==> src/rtl/ifp_pkg.sv <==
// package for the interrupt flag and priority bank
package ifp_pkg;
	// ------------------------------------------------------------
	// register byte addresses (word aligned)
	// ------------------------------------------------------------
	localparam logic [7:0] IFP_ADDR_CTRL_TWO   = 8'h00;
	localparam logic [7:0] IFP_ADDR_CTRL_THREE = 8'h04;
	localparam logic [7:0] IFP_ADDR_REQ_ONE    = 8'h08;
	localparam logic [7:0] IFP_ADDR_REQ_TWO    = 8'h0c;
	localparam logic [7:0] IFP_ADDR_ENABLE_ONE = 8'h10;
	localparam logic [7:0] IFP_ADDR_ENABLE_TWO = 8'h14;
	localparam logic [7:0] IFP_ADDR_GLOBAL     = 8'h18;

	// ------------------------------------------------------------
	// reset values
	// ------------------------------------------------------------
	localparam logic [7:0] IFP_RST_CTRL_TWO   = 8'hff;
	localparam logic [7:0] IFP_RST_CTRL_THREE = 8'hc0;
	localparam logic [7:0] IFP_RST_REQ        = 8'h00;

	// ------------------------------------------------------------
	// control register two fields
	// ------------------------------------------------------------
	localparam int IFP_C2_PULLUP_DIS  = 7;
	localparam int IFP_C2_EDGE_IN0    = 6;
	localparam int IFP_C2_EDGE_IN3    = 3;
	localparam int IFP_C2_TMR0_PRIO   = 2;
	localparam int IFP_C2_IN3_PRIO    = 1;
	localparam int IFP_C2_PCHG_PRIO   = 0;

	// ------------------------------------------------------------
	// control register three fields
	// ------------------------------------------------------------
	localparam int IFP_C3_IN2_PRIO    = 7;
	localparam int IFP_C3_IN1_PRIO    = 6;
	localparam int IFP_C3_EN_LSB      = 3;
	localparam int IFP_C3_FLAG_LSB    = 0;

	// ------------------------------------------------------------
	// request register one fields
	// ------------------------------------------------------------
	localparam int IFP_R1_PARALLEL    = 7;
	localparam int IFP_R1_CONVERSION  = 6;
	localparam int IFP_R1_UART_RX     = 5;
	localparam int IFP_R1_UART_TX     = 4;
	localparam int IFP_R1_SYNC_SER    = 3;
	localparam int IFP_R1_CAPCMP_ONE  = 2;
	localparam int IFP_R1_TMR2_MATCH  = 1;
	localparam int IFP_R1_TMR1_OVF    = 0;
	localparam logic [7:0] IFP_R1_RO_MASK = 8'h30;

	// ------------------------------------------------------------
	// request register two fields
	// ------------------------------------------------------------
	localparam int IFP_R2_OSC_FAIL    = 7;
	localparam int IFP_R2_CMP_TWO     = 6;
	localparam int IFP_R2_CMP_ONE     = 5;
	localparam int IFP_R2_USB         = 4;
	localparam int IFP_R2_BUS_COLL    = 3;
	localparam int IFP_R2_LOW_VOLT    = 2;
	localparam int IFP_R2_TMR3_OVF    = 1;
	localparam int IFP_R2_CAPCMP_TWO  = 0;

	// ------------------------------------------------------------
	// global enable register fields
	// ------------------------------------------------------------
	localparam int IFP_G_GLOBAL       = 1;
	localparam int IFP_G_PERIPH       = 0;

	// ------------------------------------------------------------
	// ahb-lite encodings
	// ------------------------------------------------------------
	localparam logic [1:0] IFP_HTRANS_NONSEQ = 2'h2;
	localparam logic [1:0] IFP_HTRANS_SEQ    = 2'h3;
	localparam logic [2:0] IFP_HSIZE_WORD    = 3'h2;
endpackage

==> src/rtl/ifp_irq_flag_priority_bank.sv <==
// interrupt control two/three and peripheral request one/two, on ahb-lite
// How it works
// - control two bits 6..3 pick rising (1) or falling (0) edge per input
// - control two bit 7 high disables all port-b pull-ups, else latch decides
// - control two bits 2,1,0 give timer0, input3, port-change priority
// - control three bits 7,6 give input2 and input1 priority
// - control three bits 5,4,3 enable inputs 3,2,1
// - control three bits 2,1,0 are sticky edge flags, software writes zero
// - flags set on their event regardless of any enable
// - reset: control two all ones, control three 0xc0, requests zero
// - request one bit 7 sets on parallel port transfer done
// - request one bit 6 sets on conversion done
// - request one bit 5 read-only, shows uart receive buffer full
// - request one bit 4 read-only, shows uart transmit buffer empty
// - request one bit 3 sets on sync serial transfer done
// - capture/compare flags set on capture or match, not in pwm mode
// - request one bit 1 sets on timer2 period match
// - request one bit 0 and two bit 1 set on timer1/timer3 overflow
// - request two bit 7 sets on oscillator fail switch-over
// - request two bits 6,5 set on comparator 2/1 output change
// - request two bit 4 sets on usb request
// - request two bit 3 sets on sync serial bus collision
// - request two bit 2 sets on core supply low-voltage trip
// - peripheral requests need peripheral enable when priority mode is off
`timescale 1ns/1ps
`default_nettype none

module ifp_irq_flag_priority_bank
	import ifp_pkg::*;
(
	input  wire logic        i_clk_sys,
	input  wire logic        i_rst,
	// ahb-lite slave
	input  wire logic        i_hsel,
	input  wire logic [7:0]  i_haddr,
	input  wire logic [1:0]  i_htrans,
	input  wire logic        i_hwrite,
	input  wire logic [2:0]  i_hsize,
	input  wire logic [31:0] i_hwdata,
	input  wire logic        i_hready,
	output logic [31:0]      o_hrdata,
	output logic             o_hreadyout,
	output logic             o_hresp,
	// external interrupt pins 3..0 (asynchronous)
	input  wire logic [3:0]  i_ext_in,
	// peripheral event pulses and status levels, same clock
	input  wire logic        i_parallel_port_done,
	input  wire logic        i_conversion_done,
	input  wire logic        i_uart_one_rx_full,
	input  wire logic        i_uart_one_tx_empty,
	input  wire logic        i_sync_serial_one_done,
	input  wire logic        i_capcmp_one_event,
	input  wire logic        i_capcmp_one_pwm_mode,
	input  wire logic        i_timer_two_match,
	input  wire logic        i_timer_one_ovf,
	input  wire logic        i_osc_fail,
	input  wire logic        i_comparator_two_out,
	input  wire logic        i_comparator_one_out,
	input  wire logic        i_usb_request,
	input  wire logic        i_bus_collision_one,
	input  wire logic        i_low_voltage,
	input  wire logic        i_timer_three_ovf,
	input  wire logic        i_capcmp_two_event,
	input  wire logic        i_capcmp_two_pwm_mode,
	// priority mode from the first control register outside this block
	input  wire logic        i_prio_mode,
	// outputs to the vectoring logic and port b
	output logic             o_portb_pullup_disable,
	output logic [3:0]       o_ext_edge_sel,
	output logic             o_timer_zero_ovf_prio,
	output logic             o_port_change_prio,
	output logic [3:1]       o_ext_prio,
	output logic [3:1]       o_ext_en,
	output logic [3:1]       o_ext_flag,
	output logic [7:0]       o_periph_request_one,
	output logic [7:0]       o_periph_request_two,
	output logic             o_periph_irq_req
);

	// ------------------------------------------------------------
	// pin synchronisers and edge detect
	// ------------------------------------------------------------
	logic [3:0] ext_meta;
	logic [3:0] ext_sync;
	logic [3:0] ext_prev;
	logic [3:0] next_ext_meta;
	logic [3:0] next_ext_sync;
	logic [3:0] next_ext_prev;
	logic [3:0] ext_edge;
	logic       cmp_two_prev;
	logic       cmp_one_prev;
	logic       next_cmp_two_prev;
	logic       next_cmp_one_prev;

	// registers
	logic [7:0] irq_control_two;
	logic [7:0] irq_control_three;
	logic [7:0] periph_request_one;
	logic [7:0] periph_request_two;
	logic [7:0] periph_enable_one;
	logic [7:0] periph_enable_two;
	logic [1:0] global_ctrl;
	logic [7:0] next_irq_control_two;
	logic [7:0] next_irq_control_three;
	logic [7:0] next_periph_request_one;
	logic [7:0] next_periph_request_two;
	logic [7:0] next_periph_enable_one;
	logic [7:0] next_periph_enable_two;
	logic [1:0] next_global_ctrl;

	// bus data phase state
	logic       dp_write;
	logic       dp_read;
	logic [7:0] dp_addr;
	logic       next_dp_write;
	logic       next_dp_read;
	logic [7:0] next_dp_addr;
	logic [31:0] next_hrdata;

	logic       addr_ok;
	logic [7:0] set_one;
	logic [7:0] set_two;
	logic [3:0] wdat_lo_unused;
	logic [7:0] wbyte;

	// synchroniser chain; first stage only feeds the second
	always_comb begin
		next_ext_meta     = i_ext_in;
		next_ext_sync     = ext_meta;
		next_ext_prev     = ext_sync;
		next_cmp_two_prev = i_comparator_two_out;
		next_cmp_one_prev = i_comparator_one_out;
	end

	always_ff @(posedge i_clk_sys) begin
		if (i_rst) begin
			ext_meta     <= 4'h0;
			ext_sync     <= 4'h0;
			ext_prev     <= 4'h0;
			// track the comparators in reset so release shows no false change
			cmp_two_prev <= i_comparator_two_out;
			cmp_one_prev <= i_comparator_one_out;
		end else begin
			ext_meta     <= next_ext_meta;
			ext_sync     <= next_ext_sync;
			ext_prev     <= next_ext_prev;
			cmp_two_prev <= next_cmp_two_prev;
			cmp_one_prev <= next_cmp_one_prev;
		end
	end

	// selected edge per input: 1 rising, 0 falling
	always_comb begin
		for (int i = 0; i < 4; i++) begin
			ext_edge[i] = irq_control_two[IFP_C2_EDGE_IN0 - i]
				? (ext_sync[i] & ~ext_prev[i])
				: (~ext_sync[i] & ext_prev[i]);
		end
	end

	// ------------------------------------------------------------
	// hardware set events
	// ------------------------------------------------------------
	always_comb begin
		set_one = 8'h00;
		set_two = 8'h00;
		set_one[IFP_R1_PARALLEL]   = i_parallel_port_done;
		set_one[IFP_R1_CONVERSION] = i_conversion_done;
		set_one[IFP_R1_SYNC_SER]   = i_sync_serial_one_done;
		set_one[IFP_R1_CAPCMP_ONE] = i_capcmp_one_event & ~i_capcmp_one_pwm_mode;
		set_one[IFP_R1_TMR2_MATCH] = i_timer_two_match;
		set_one[IFP_R1_TMR1_OVF]   = i_timer_one_ovf;
		set_two[IFP_R2_OSC_FAIL]   = i_osc_fail;
		set_two[IFP_R2_CMP_TWO]    = i_comparator_two_out ^ cmp_two_prev;
		set_two[IFP_R2_CMP_ONE]    = i_comparator_one_out ^ cmp_one_prev;
		set_two[IFP_R2_USB]        = i_usb_request;
		set_two[IFP_R2_BUS_COLL]   = i_bus_collision_one;
		set_two[IFP_R2_LOW_VOLT]   = i_low_voltage;
		set_two[IFP_R2_TMR3_OVF]   = i_timer_three_ovf;
		set_two[IFP_R2_CAPCMP_TWO] = i_capcmp_two_event & ~i_capcmp_two_pwm_mode;
	end

	// ------------------------------------------------------------
	// ahb-lite address phase capture
	// ------------------------------------------------------------
	assign addr_ok = i_hsel & i_hready & i_htrans[1] & (i_hsize == IFP_HSIZE_WORD);

	always_comb begin
		next_dp_write = addr_ok & i_hwrite;
		next_dp_read  = addr_ok & ~i_hwrite;
		next_dp_addr  = addr_ok ? i_haddr : dp_addr;
	end

	// register contents; writes land in the data phase
	always_comb begin
		wbyte          = i_hwdata[7:0];
		wdat_lo_unused = 4'h0;
		next_irq_control_two    = irq_control_two;
		next_irq_control_three  = irq_control_three;
		next_periph_request_one = periph_request_one;
		next_periph_request_two = periph_request_two;
		next_periph_enable_one  = periph_enable_one;
		next_periph_enable_two  = periph_enable_two;
		next_global_ctrl        = global_ctrl;
		if (dp_write) begin
			unique case (dp_addr)
				IFP_ADDR_CTRL_TWO: begin
					next_irq_control_two = wbyte;
				end
				IFP_ADDR_CTRL_THREE: begin
					next_irq_control_three = wbyte;
				end
				IFP_ADDR_REQ_ONE: begin
					// uart bits are not writable
					next_periph_request_one = (wbyte & ~IFP_R1_RO_MASK)
						| (periph_request_one & IFP_R1_RO_MASK);
				end
				IFP_ADDR_REQ_TWO: begin
					next_periph_request_two = wbyte;
				end
				IFP_ADDR_ENABLE_ONE: begin
					next_periph_enable_one = wbyte;
				end
				IFP_ADDR_ENABLE_TWO: begin
					next_periph_enable_two = wbyte;
				end
				IFP_ADDR_GLOBAL: begin
					next_global_ctrl = wbyte[1:0];
				end
				default: begin
					next_global_ctrl = global_ctrl;
				end
			endcase
		end
		// set events applied after the write so they win
		next_irq_control_three[IFP_C3_FLAG_LSB +: 3] =
			next_irq_control_three[IFP_C3_FLAG_LSB +: 3] | ext_edge[3:1];
		next_periph_request_one = next_periph_request_one | set_one;
		next_periph_request_two = next_periph_request_two | set_two;
		// uart status bits follow the buffer state
		next_periph_request_one[IFP_R1_UART_RX] = i_uart_one_rx_full;
		next_periph_request_one[IFP_R1_UART_TX] = i_uart_one_tx_empty;
	end

	// read data registered in the data phase
	always_comb begin
		next_hrdata = 32'h0000_0000;
		if (addr_ok & ~i_hwrite) begin
			unique case (i_haddr)
				IFP_ADDR_CTRL_TWO:   next_hrdata[7:0] = next_irq_control_two;
				IFP_ADDR_CTRL_THREE: next_hrdata[7:0] = next_irq_control_three;
				IFP_ADDR_REQ_ONE:    next_hrdata[7:0] = next_periph_request_one;
				IFP_ADDR_REQ_TWO:    next_hrdata[7:0] = next_periph_request_two;
				IFP_ADDR_ENABLE_ONE: next_hrdata[7:0] = next_periph_enable_one;
				IFP_ADDR_ENABLE_TWO: next_hrdata[7:0] = next_periph_enable_two;
				IFP_ADDR_GLOBAL:     next_hrdata[1:0] = next_global_ctrl;
				default:             next_hrdata = 32'h0000_0000;
			endcase
		end
	end

	always_ff @(posedge i_clk_sys) begin
		if (i_rst) begin
			irq_control_two    <= IFP_RST_CTRL_TWO;
			irq_control_three  <= IFP_RST_CTRL_THREE;
			periph_request_one <= IFP_RST_REQ;
			periph_request_two <= IFP_RST_REQ;
			periph_enable_one  <= 8'h00;
			periph_enable_two  <= 8'h00;
			global_ctrl        <= 2'h0;
			dp_write           <= 1'b0;
			dp_read            <= 1'b0;
			dp_addr            <= 8'h00;
			o_hrdata           <= 32'h0000_0000;
		end else begin
			irq_control_two    <= next_irq_control_two;
			irq_control_three  <= next_irq_control_three;
			periph_request_one <= next_periph_request_one;
			periph_request_two <= next_periph_request_two;
			periph_enable_one  <= next_periph_enable_one;
			periph_enable_two  <= next_periph_enable_two;
			global_ctrl        <= next_global_ctrl;
			dp_write           <= next_dp_write;
			dp_read            <= next_dp_read;
			dp_addr            <= next_dp_addr;
			o_hrdata           <= next_hrdata;
		end
	end

	// zero wait states, always okay
	assign o_hreadyout = 1'b1;
	assign o_hresp     = 1'b0;

	// ------------------------------------------------------------
	// outputs to the rest of the controller
	// ------------------------------------------------------------
	assign o_portb_pullup_disable = irq_control_two[IFP_C2_PULLUP_DIS];
	assign o_ext_edge_sel         = {irq_control_two[IFP_C2_EDGE_IN3],
		irq_control_two[IFP_C2_EDGE_IN3 + 1], irq_control_two[IFP_C2_EDGE_IN3 + 2],
		irq_control_two[IFP_C2_EDGE_IN0]};
	assign o_timer_zero_ovf_prio  = irq_control_two[IFP_C2_TMR0_PRIO];
	assign o_port_change_prio     = irq_control_two[IFP_C2_PCHG_PRIO];
	assign o_ext_prio             = {irq_control_two[IFP_C2_IN3_PRIO],
		irq_control_three[IFP_C3_IN2_PRIO], irq_control_three[IFP_C3_IN1_PRIO]};
	assign o_ext_en               = irq_control_three[IFP_C3_EN_LSB +: 3];
	assign o_ext_flag             = irq_control_three[IFP_C3_FLAG_LSB +: 3];
	assign o_periph_request_one   = periph_request_one;
	assign o_periph_request_two   = periph_request_two;

	// enabled peripheral request, gated by peripheral enable in compat mode
	assign o_periph_irq_req = global_ctrl[IFP_G_GLOBAL]
		& (i_prio_mode | global_ctrl[IFP_G_PERIPH])
		& (|((periph_request_one & periph_enable_one)
		| (periph_request_two & periph_enable_two)));

	// unused write and read-phase bits
	logic unused_ok;
	assign unused_ok = &{1'b0, dp_read, wdat_lo_unused, i_hwdata[31:8], i_htrans[0]};

endmodule

`default_nettype wire

==> config.mk <==
export PLATFORM = sky130hd
export DESIGN_NAME = ifp_irq_flag_priority_bank
export DESIGN_NICKNAME = d
export VERILOG_FILES = /design/src/rtl/ifp_pkg.sv /design/src/rtl/ifp_irq_flag_priority_bank.sv
export SDC_FILE = /design/constraint.sdc
export NUM_CORES = 1
export LEC_CHECK = 0
export BUFFER_PORTS_ARGS = -buffer_cell sky130_fd_sc_hd__buf_2
export CAP_MARGIN = 20
export CORE_ASPECT_RATIO = 1.25
export CORE_UTILIZATION = 49
export CTS_BUF_LIST = sky130_fd_sc_hd__clkbuf_16
export DETAILED_ROUTE_END_ITERATION = 10
export GPL_ROUTABILITY_DRIVEN = 1
export GPL_TIMING_DRIVEN = 0
export MAX_ROUTING_LAYER = met4
export PLACE_DENSITY = 0.8
export SLEW_MARGIN = 25
export SYNTH_ARGS = -nofsm -noshare
export SYNTH_HDL_FRONTEND = slang
export SYNTH_SLANG_ARGS = --single-unit
==> constraint.sdc <==
create_clock -name i_clk_sys -period 2.8 [get_ports i_clk_sys]
set_input_delay 0.14 -clock i_clk_sys [delete_from_list [all_inputs] [get_ports i_clk_sys]]
set_output_delay 0.14 -clock i_clk_sys [all_outputs]
set_load 0.1 [all_outputs]
Yosys cells after proc, flatten, opt, wreduce, memory -nomap -nowiden
Cells that the tools add are included.
{"block": "classes", "mux": 19, "n_shift": 0, "reduce_logical": 4, "add_sub_neg": 0, "eq_ne": 13, "mul": 0, "n_lt_le_gt_ge": 0, "bitwise_logic": 35, "div": 0}
{"operator": "two-way mux 8 bit", "count": 12}
{"operator": "== test 8 x 5 -> 1 bit (second input constant)", "count": 6}
{"operator": "one-hot mux 6 bit (6 select lines)", "count": 1}
{"operator": "== test 8 x 4 -> 1 bit (second input constant)", "count": 4}
{"operator": "OR 8 bit", "count": 3}
{"operator": "bitwise AND 8 bit", "count": 2}
{"operator": "== test 8 x 3 -> 1 bit (second input constant)", "count": 2}
{"operator": "logical NOT 8 bit", "count": 2}
{"operator": "bitwise AND 1 bit", "count": 15}
{"operator": "one-hot mux 2 bit (7 select lines)", "count": 1}
{"operator": "NOT 1 bit", "count": 10}
{"operator": "OR 8 x 6 -> 8 bit", "count": 1}
{"operator": "OR reduction 8 bit", "count": 1}
{"operator": "two-way mux 2 bit", "count": 2}
{"operator": "== test 3 x 2 -> 1 bit (second input constant)", "count": 1}
{"operator": "two-way mux 1 bit", "count": 3}
{"operator": "OR 3 bit", "count": 1}
{"operator": "OR reduction 2 bit", "count": 1}
{"operator": "XOR 1 bit", "count": 2}
{"operator": "OR 1 bit", "count": 1}
{"block": "totals", "register_bits": 105, "ramBits": 0, "memories": 0, "out_inout_bits": 67, "latchBits": 0, "in_bits": 73, "romBits": 0, "word_cells": 87}

Depth between registers and ports, before layout
Gate-level depths: netlist (run 1).
{"block": "depth", "word_depth": 6, "ltp_mapped": 6, "depth_no_buf": 5}

Least setup slack after synthesis (run 1)
Ideal clock, no wire load.
{"block": "synth_path", "path_type": "register to output", "startpoint": "register periph_request_two[6], in the netlist o_periph_request_two[6]", "endpoint": "output port o_periph_irq_req", "path_buffers": 0, "setup_slack_ns": -0.324, "path_stages_with_launch": 4, "required_ns": 2.660, "arrival_time_ns": 2.984, "path_cell_list": "dfxtp_1 a22o_1 a221oi_1 a31oi_1"}
{"block": "synth_via", "elab_chain_len": 4}
{"element": "start: declaration", "line": "ifp_irq_flag_priority_bank.sv:99", "text": "logic [7:0] periph_request_two;"}
{"element": "start signal: assignment", "line": "ifp_irq_flag_priority_bank.sv:279", "text": "periph_request_two <= next_periph_request_two;"}
{"element": "bitwise AND 8 bit", "line": "ifp_irq_flag_priority_bank.sv:314", "text": "| (periph_request_two & periph_enable_two)));"}
{"element": "OR 8 bit", "line": "ifp_irq_flag_priority_bank.sv:314"}
{"element": "OR reduction 8 bit", "line": "ifp_irq_flag_priority_bank.sv:313", "text": "& (|((periph_request_one & periph_enable_one)"}
{"element": "bitwise AND 1 bit", "line": "ifp_irq_flag_priority_bank.sv:313"}
{"element": "end: declaration", "line": "ifp_irq_flag_priority_bank.sv:77", "text": "output logic o_periph_irq_req"}
Every way passes these cells.

Worst setup path after layout (run 1)
{"block": "layout_path", "startpoint": "register dp_addr[4]", "endpoint": "register o_hrdata[2]"}
{"block": "layout_via", "elab_chain_len": 5, "elab_cells_between_ends": 22, "cone_classes": "5 x eq/ne; 13 x mux; 3 x bitwise; 1 x reduce/logical"}
{"element": "start: declaration", "line": "ifp_irq_flag_priority_bank.sv:114", "text": "logic [7:0] dp_addr;"}
{"element": "start signal: assignment", "line": "ifp_irq_flag_priority_bank.sv:285", "text": "dp_addr <= next_dp_addr;"}
{"element": "== test 8 x 4 -> 1 bit / == test 8 x 3 -> 1 bit (equally long branches)", "line": "ifp_irq_flag_priority_bank.sv:206", "text": "unique case (dp_addr)"}
{"element": "two-way mux 8 bit", "line": "ifp_irq_flag_priority_bank.sv:206"}
{"element": "two-way mux 8 bit", "line": "ifp_irq_flag_priority_bank.sv:205", "text": "if (dp_write) begin"}
{"element": "OR 8 bit, or another cell as far along", "line": "ifp_irq_flag_priority_bank.sv:239", "text": "next_periph_request_two = next_periph_request_two | set_two;"}
{"element": "one-hot mux 6 bit (6 select lines) *", "line": "ifp_irq_flag_priority_bank.sv:249", "text": "unique case (i_haddr)"}
{"element": "end signal: assignment", "line": "ifp_irq_flag_priority_bank.sv:286", "text": "o_hrdata <= next_hrdata;"}
{"element": "end: declaration", "line": "ifp_irq_flag_priority_bank.sv:41", "text": "output logic [31:0] o_hrdata,"}
Every way passes the cells marked *; elsewhere a longest branch is shown, timed or not.
A chain may end at the register's enable or synchronous reset.

==> reports/metrics.cfg, run 1 <==
[outcome]
status=finished, final reports clean

[logic_synthesis]
synth_cell_area_sq_um=3650
synth.distinct_cells=60
synth_async_sr_flop_share=0
synth.yosys.warnings=0
post_synth.cell_area_avg_sq_um=9.63
yosys.cell_count.top_type=sky130_fd_sc_hd__dfxtp_1
syn_inst=379
seq_area_frac_synth=0.428
synthTopCellsByCount=sky130_fd_sc_hd__dfxtp_1 (78), sky130_fd_sc_hd__nor2_1 (50), sky130_fd_sc_hd__mux2i_1 (38)
synth_top_cell_area_share=0.428
netlist_top_cells_area=sky130_fd_sc_hd__dfxtp_1 (43%), sky130_fd_sc_hd__mux2i_1 (10%), sky130_fd_sc_hd__buf_4 (5.3%)
postSynth.topFlopCell=sky130_fd_sc_hd__dfxtp_1
synthDominantAreaCellType=sky130_fd_sc_hd__dfxtp_1
synth_seq_cells=78
number_of_flops_mapped_to_enable_cells_by_yosys=0

[timing]
clock.fmax_mhz=371
final_worst_path_period_need_ps=2700
report.final.slew_viol_count=0
hold_vio_cnt_final=0
setup_total_negative_slack_ps=0
report.final.setup_viol=0
layout_worst_path_cycle_share=0.964
setup_repair_after_global_routing_missed_its_margin=false
finalClockSkew_ps=6.44
hold_slack_ps=4.35
tightest_slew_ps=801
relSlewSlack=0.461

[routing]
postRouteAntennaNets=0
route.detailed.wl_per_inst_um=18.4
drtPass1Iterations=5
num_vias=3509
drt_wl_total_um=11000
initialDrtViolationCount=230
routed_via_density=5.87
drc=0

[clock_network]
tritoncts=done
clkSinkCount=78
cts-root-to-sink-buffers=2
clk_transition_reported_paths_ps=70
htreeDepth=3
post-cts-setup-buffers=0
cts.root.buffer_cell=sky130_fd_sc_hd__clkbuf_16
post_cts_hold_buffer_count=2
clock_latency_ps=340
ctsResizeCount=0
tritoncts.num_buffers=9

[floorplanning]
fp.coreArea_sq_um=7060
row_count=34
die_ar_sq_um=7800
io_pins=140
initial_core_util=0.517
die_y_um=98.5
dieWidth_um=79.2

[critical_path]
critPathTopFamily=simple AND/OR/NAND/NOR gates
critical_path_class=flip-flop to flip-flop
critical_path.max_fanout=9
setup.worst_path.start_class=flip-flop
crit_path_end_kind=flip-flop
worstPathCellList=or4_4 -> buf_6 -> nor3_4 -> mux2_2 -> a221oi_1 -> a41oi_1
critical_path.slowest_cell=sky130_fd_sc_hd__nor3_4
cp_num_buf_inv=1
cp.arrival_ps=2880
critical_path.max_stage_delay_ps=600
cp.required_ps=2990

[global_route]
groute.usage.overall=0.296
grt_use_met3=0.0537
wire_length_of_the_first_global_routing_pass_um=16700
aggregate_global_routing_overflow=0
global_route.usage.met1=0.347
first_global_vias=3292
global_route.usage.met2=0.483
grt_antenna_before_repair=0
largest_net_degree_at_the_start_of_global_routing=16
gr_peak_layer=met2

[place]
place.detailed.instances=580
place.gp.congestion=0.920
placed_area_sq_um=4310
place.port_buffers=86
dp_hpwl_um=7870

[power]
total_switching_power_w=0.000909
powerDensity_nw_per_um2=630
clkPwrFrac=0.439
p_int_w=0.00203
peakVddDrop_mv=0.405
power_switching_share=0.309
seqPwrFrac=0.394
total_power_w=0.00294
static_leakage_nw=1.96
power.combinational.fraction=0.166

[layout]
fin_nets=576
seq_area_sq_um=1560
drive_above_1_share=0.303
nFillCells=600
diodes=0
multiInputGateArea_sq_um=1930
final_area_sq_um=4660
layoutNonFillerInstCount=598
area_growth_syn_to_layout_pct=27.8

[hold_path]
worstHoldPathType=input pin to flip-flop

[job]
maxCapViolCount=0

## layer usage
metal,part of all wire,vias to the layer above
li1,-,1605
met1,0.39,1654
met2,0.49,203
met3,0.072,47
met4,0.044,0
met5,0,-
## worst paths after layout
| path | slack, ps | end | from | cells after the start |
|---|---|---|---|---|
| worst max-delay path | 100 | o_hrdata[2] | dp_addr[4] | 6 |
| worst min-delay path | 4 | ext_meta[3] | i_ext_in[3] | 2 |
| worst max register to register | 100 | o_hrdata[2] | dp_addr[4] | 6 |
| worst min register to register | 440 | ext_sync[2] | ext_meta[2] | 1 |
## state kept, by name (all words and copies together) (netlist names), 2 cells and up
register              cells
irq_control_three         8
o_periph_request_two      8
o_periph_request_one      8
dp_addr                   8
ext_prev                  3
irq_control_two           8
periph_enable_one         8
ext_sync                  3
ext_meta                  3
global_ctrl               2
periph_enable_two         8
o_hrdata                  8
## stage by stage
| step | worst slack, ps | util |
|---|---|---|
| 2_1_floorplan | 329 | - |
| 3_3_place_gp | 147 | 0.607 |
| 3_5_place_dp | 170 | 0.610 |
| 4_1_cts | 127 | 0.659 |
| 5_1_grt | 59.7 | 0.660 |
| 6_report | 102 | 0.660 |
## placed cells by master, fill, tap and decap left out, drive strengths merged, types with 5 or more instances in the layout
cell type / netlist / final
nand2: 8 / 8
conb: 2 / 26
nand3: 7 / 7
nand2b: 10 / 10
o22ai: 8 / 8
nor3: 13 / 13
a21oi: 6 / 6
inv: 3 / 6
nor2: 50 / 50
o22a: 5 / 5
a221oi: 5 / 5
dfxtp: 78 / 78
a31oi: 6 / 6
nand4: 5 / 5
o31ai: 8 / 8
a41oi: 5 / 5
clkbuf: 11 / 20
mux2: 5 / 5
o31a: 7 / 7
nor2b: 15 / 15
mux2i: 38 / 38
buf: 30 / 117
## power by group through the flow
stage / registers, W / logic [W] / clock network [W]
detailed placement: 0.00118 / 0.000481 / 0
finish: 0.00116 / 0.000488 / 0.00129
global placement: 0.00118 / 0.000475 / 0
CTS: 0.00116 / 0.000485 / 0.00130
floorplan: 0.00131 / 0.000253 / 0
global route: 0.00116 / 0.000507 / 0.00134
## worst register-to-register path: cells and delay by family, from the launching register on
kind,cells,cell delay [ps]
multiplexers,1,430
AO/OA/AOI/OAI,2,470
AND/OR/NAND/NOR,2,1150
flip-flops,1,340
buffers and inverters,1,160
## cells by family after synthesis
| logic type | count (synthesis) | share of synthesized area |
|---|---|---|
| flip-flops | 78 | 0.428 |
| XOR/XNOR | 2 | 0.00480 |
| AO/OA/AOI/OAI | 71 | 0.150 |
| multiplexers | 43 | 0.120 |
| buffers and inverters | 44 | 0.0751 |
| AND/OR/NAND/NOR | 139 | 0.220 |
| other | 2 | 0.00206 |
## layout make-up
type | instances | share of cell area
inverter | 3 | 0.00241
timing repair buffer | 89 | 0.0982
multi-input combinational | 281 | 0.414
tap | 90 | 0.0241
clock buffer | 9 | 0.0483
clock inverter | 7 | 0.0220
buffer | 41 | 0.0563
sequential | 78 | 0.335
No activity file was read; power rests on OpenSTA's default activity.
==> run 2: changes to the inputs <==
--- a/config.mk
+++ b/config.mk
@@ -14,7 +14,7 @@
 export GPL_ROUTABILITY_DRIVEN = 1
 export GPL_TIMING_DRIVEN = 0
 export MAX_ROUTING_LAYER = met4
-export PLACE_DENSITY = 0.8
+export PLACE_DENSITY = 0.9
 export SLEW_MARGIN = 25
 export SYNTH_ARGS = -nofsm -noshare
 export SYNTH_HDL_FRONTEND = slang
==> reports/metrics.cfg, run 2 (synthesis results as in run 1) <==
[outcome]
status=finished, final reports clean

[place]
place.port_buffers=86
place.detailed.instances=580
placed_area_sq_um=4310
place.gp.congestion=0.975
dp_hpwl_um=7900

[layout]
post-route-util=0.653
final_area_sq_um=4610
mostFrequentLayoutCell=sky130_fd_sc_hd__buf_2
fin_nets=578
nFillCells=631
most-common-layout-cells=sky130_fd_sc_hd__buf_2 (89), sky130_fd_sc_hd__dfxtp_1 (78), sky130_fd_sc_hd__nor2_1 (50)
area_growth_syn_to_layout_pct=26.3
diodes=0
layoutNonFillerInstCount=599
drive_above_1_share=0.301
seq_area_sq_um=1560
multiInputGateArea_sq_um=1920

[critical_path]
critical_path.slowest_cell=sky130_fd_sc_hd__nor3_4
critical_path.max_fanout=8
critical_path.max_stage_delay_ps=570
cp.arrival_ps=2890
setup.worst_path.start_class=flip-flop
worstPathCellList=or4b_1 -> buf_2 -> nor3_4 -> mux2_2 -> a221oi_1 -> a41oi_1
cp.required_ps=2980
crit_path_end_kind=flip-flop
critical_path_class=flip-flop to flip-flop
worst-r2r-cell-count=6

[routing]
postRouteAntennaNets=0
route.detailed.wl_per_inst_um=18.3
drt_wl_total_um=11000
num_vias=3529
routed_via_density=5.89
drc=0
drtPass1Iterations=7
initialDrtViolationCount=316

[global_route]
aggregate_global_routing_overflow=0
largest_net_degree_at_the_start_of_global_routing=14
wire_length_of_the_first_global_routing_pass_um=16600
grt_antenna_before_repair=0
groute.usage.overall=0.297
first_global_vias=3328

[job]
maxCapViolCount=0

[power]
peakVddDrop_mv=0.343
static_leakage_nw=1.94
powerDensity_nw_per_um2=582

[timing]
relSlewSlack=0.281
finalClockSkew_ps=6.22
tightest_slew_ps=1060
final_worst_path_period_need_ps=2700
clock.fmax_mhz=370
setup_repair_after_global_routing_missed_its_margin=false
report.final.setup_viol=0
setup_total_negative_slack_ps=0
hold_vio_cnt_final=0
layout_worst_path_cycle_share=0.965
report.final.slew_viol_count=0

[floorplanning]
die_ar_sq_um=7800
io_pins=140
die_y_um=98.5
dieWidth_um=79.2
row_count=34
fp.coreArea_sq_um=7060
initial_core_util=0.517

[clock_network]
cts.root.buffer_cell=sky130_fd_sc_hd__clkbuf_16
ctsResizeCount=0
tritoncts=done
tritoncts.num_buffers=9
clock_latency_ps=330
clk_transition_reported_paths_ps=60
htreeDepth=3
clkSinkCount=78
cts-root-to-sink-buffers=2

[hold_path]
worstHoldPathType=input pin to flip-flop
worst_hold_path.num_cells=2

## run 2: area by class of cell
type | instances | share of cell area
Multi-Input combinational cell | 281 | 0.417
Tap cell | 90 | 0.0244
Buffer | 41 | 0.0570
Sequential cell | 78 | 0.339
Timing Repair Buffer | 91 | 0.103
Clock inverter | 6 | 0.00896
Inverter | 3 | 0.00244
Clock buffer | 9 | 0.0488
## run 2: worst max-delay path, delay by kind of cell, from the launching register on
family | cells | cell delay, ps
AOI/OAI and AO/OA | 2 | 500
DFF | 1 | 350
buffers and inverters | 1 | 190
and+or+nand+nor | 2 | 1100
muxes | 1 | 420
## run 2: stage by stage
stage               setup slack (ps)  hold WS (ps)  power [W]
floorplan                        329           168    0.00157
global placement                 129           268    0.00166
detailed placement               162           271    0.00166
CTS                              128          6.29    0.00268
global route                    6.73          18.8    0.00276
finish                          97.2          13.1    0.00268
## run 2: metal layers
metal | vias to the layer above | track usage | wire, um
met1 | 1637 | 0.325 | 4090
met2 | 240 | 0.483 | 5360
li1 | 1602 | - | -
met3 | 50 | 0.0528 | 972
met5 | - | - | 0
met4 | 0 | 0.206 | 547
## run 2: path summary, 6_finish.rpt
kind                                  start          end  slack, ps
worst max-delay path             dp_addr[0]  o_hrdata[2]        100
worst min-delay path            i_ext_in[2]  ext_meta[2]         10
worst max register to register   dp_addr[0]  o_hrdata[2]        100
worst min register to register  ext_meta[1]  ext_sync[1]        430
## run 2: repair_timing
action,in CTS,in global routing
endpoints found under the hold margin,2,0
hold buffers,2,0
setup buffers,0,2
endpoints found under the setup margin,0,1
## run 2: where the power goes
group	switching (W)	total [W]	internal, W
Combinational	0.000388	0.000488	0.000100
Clock	0.000443	0.00103	0.000592
Sequential	0.0000213	0.00116	0.00114
Total	0.000852	0.00268	0.00183
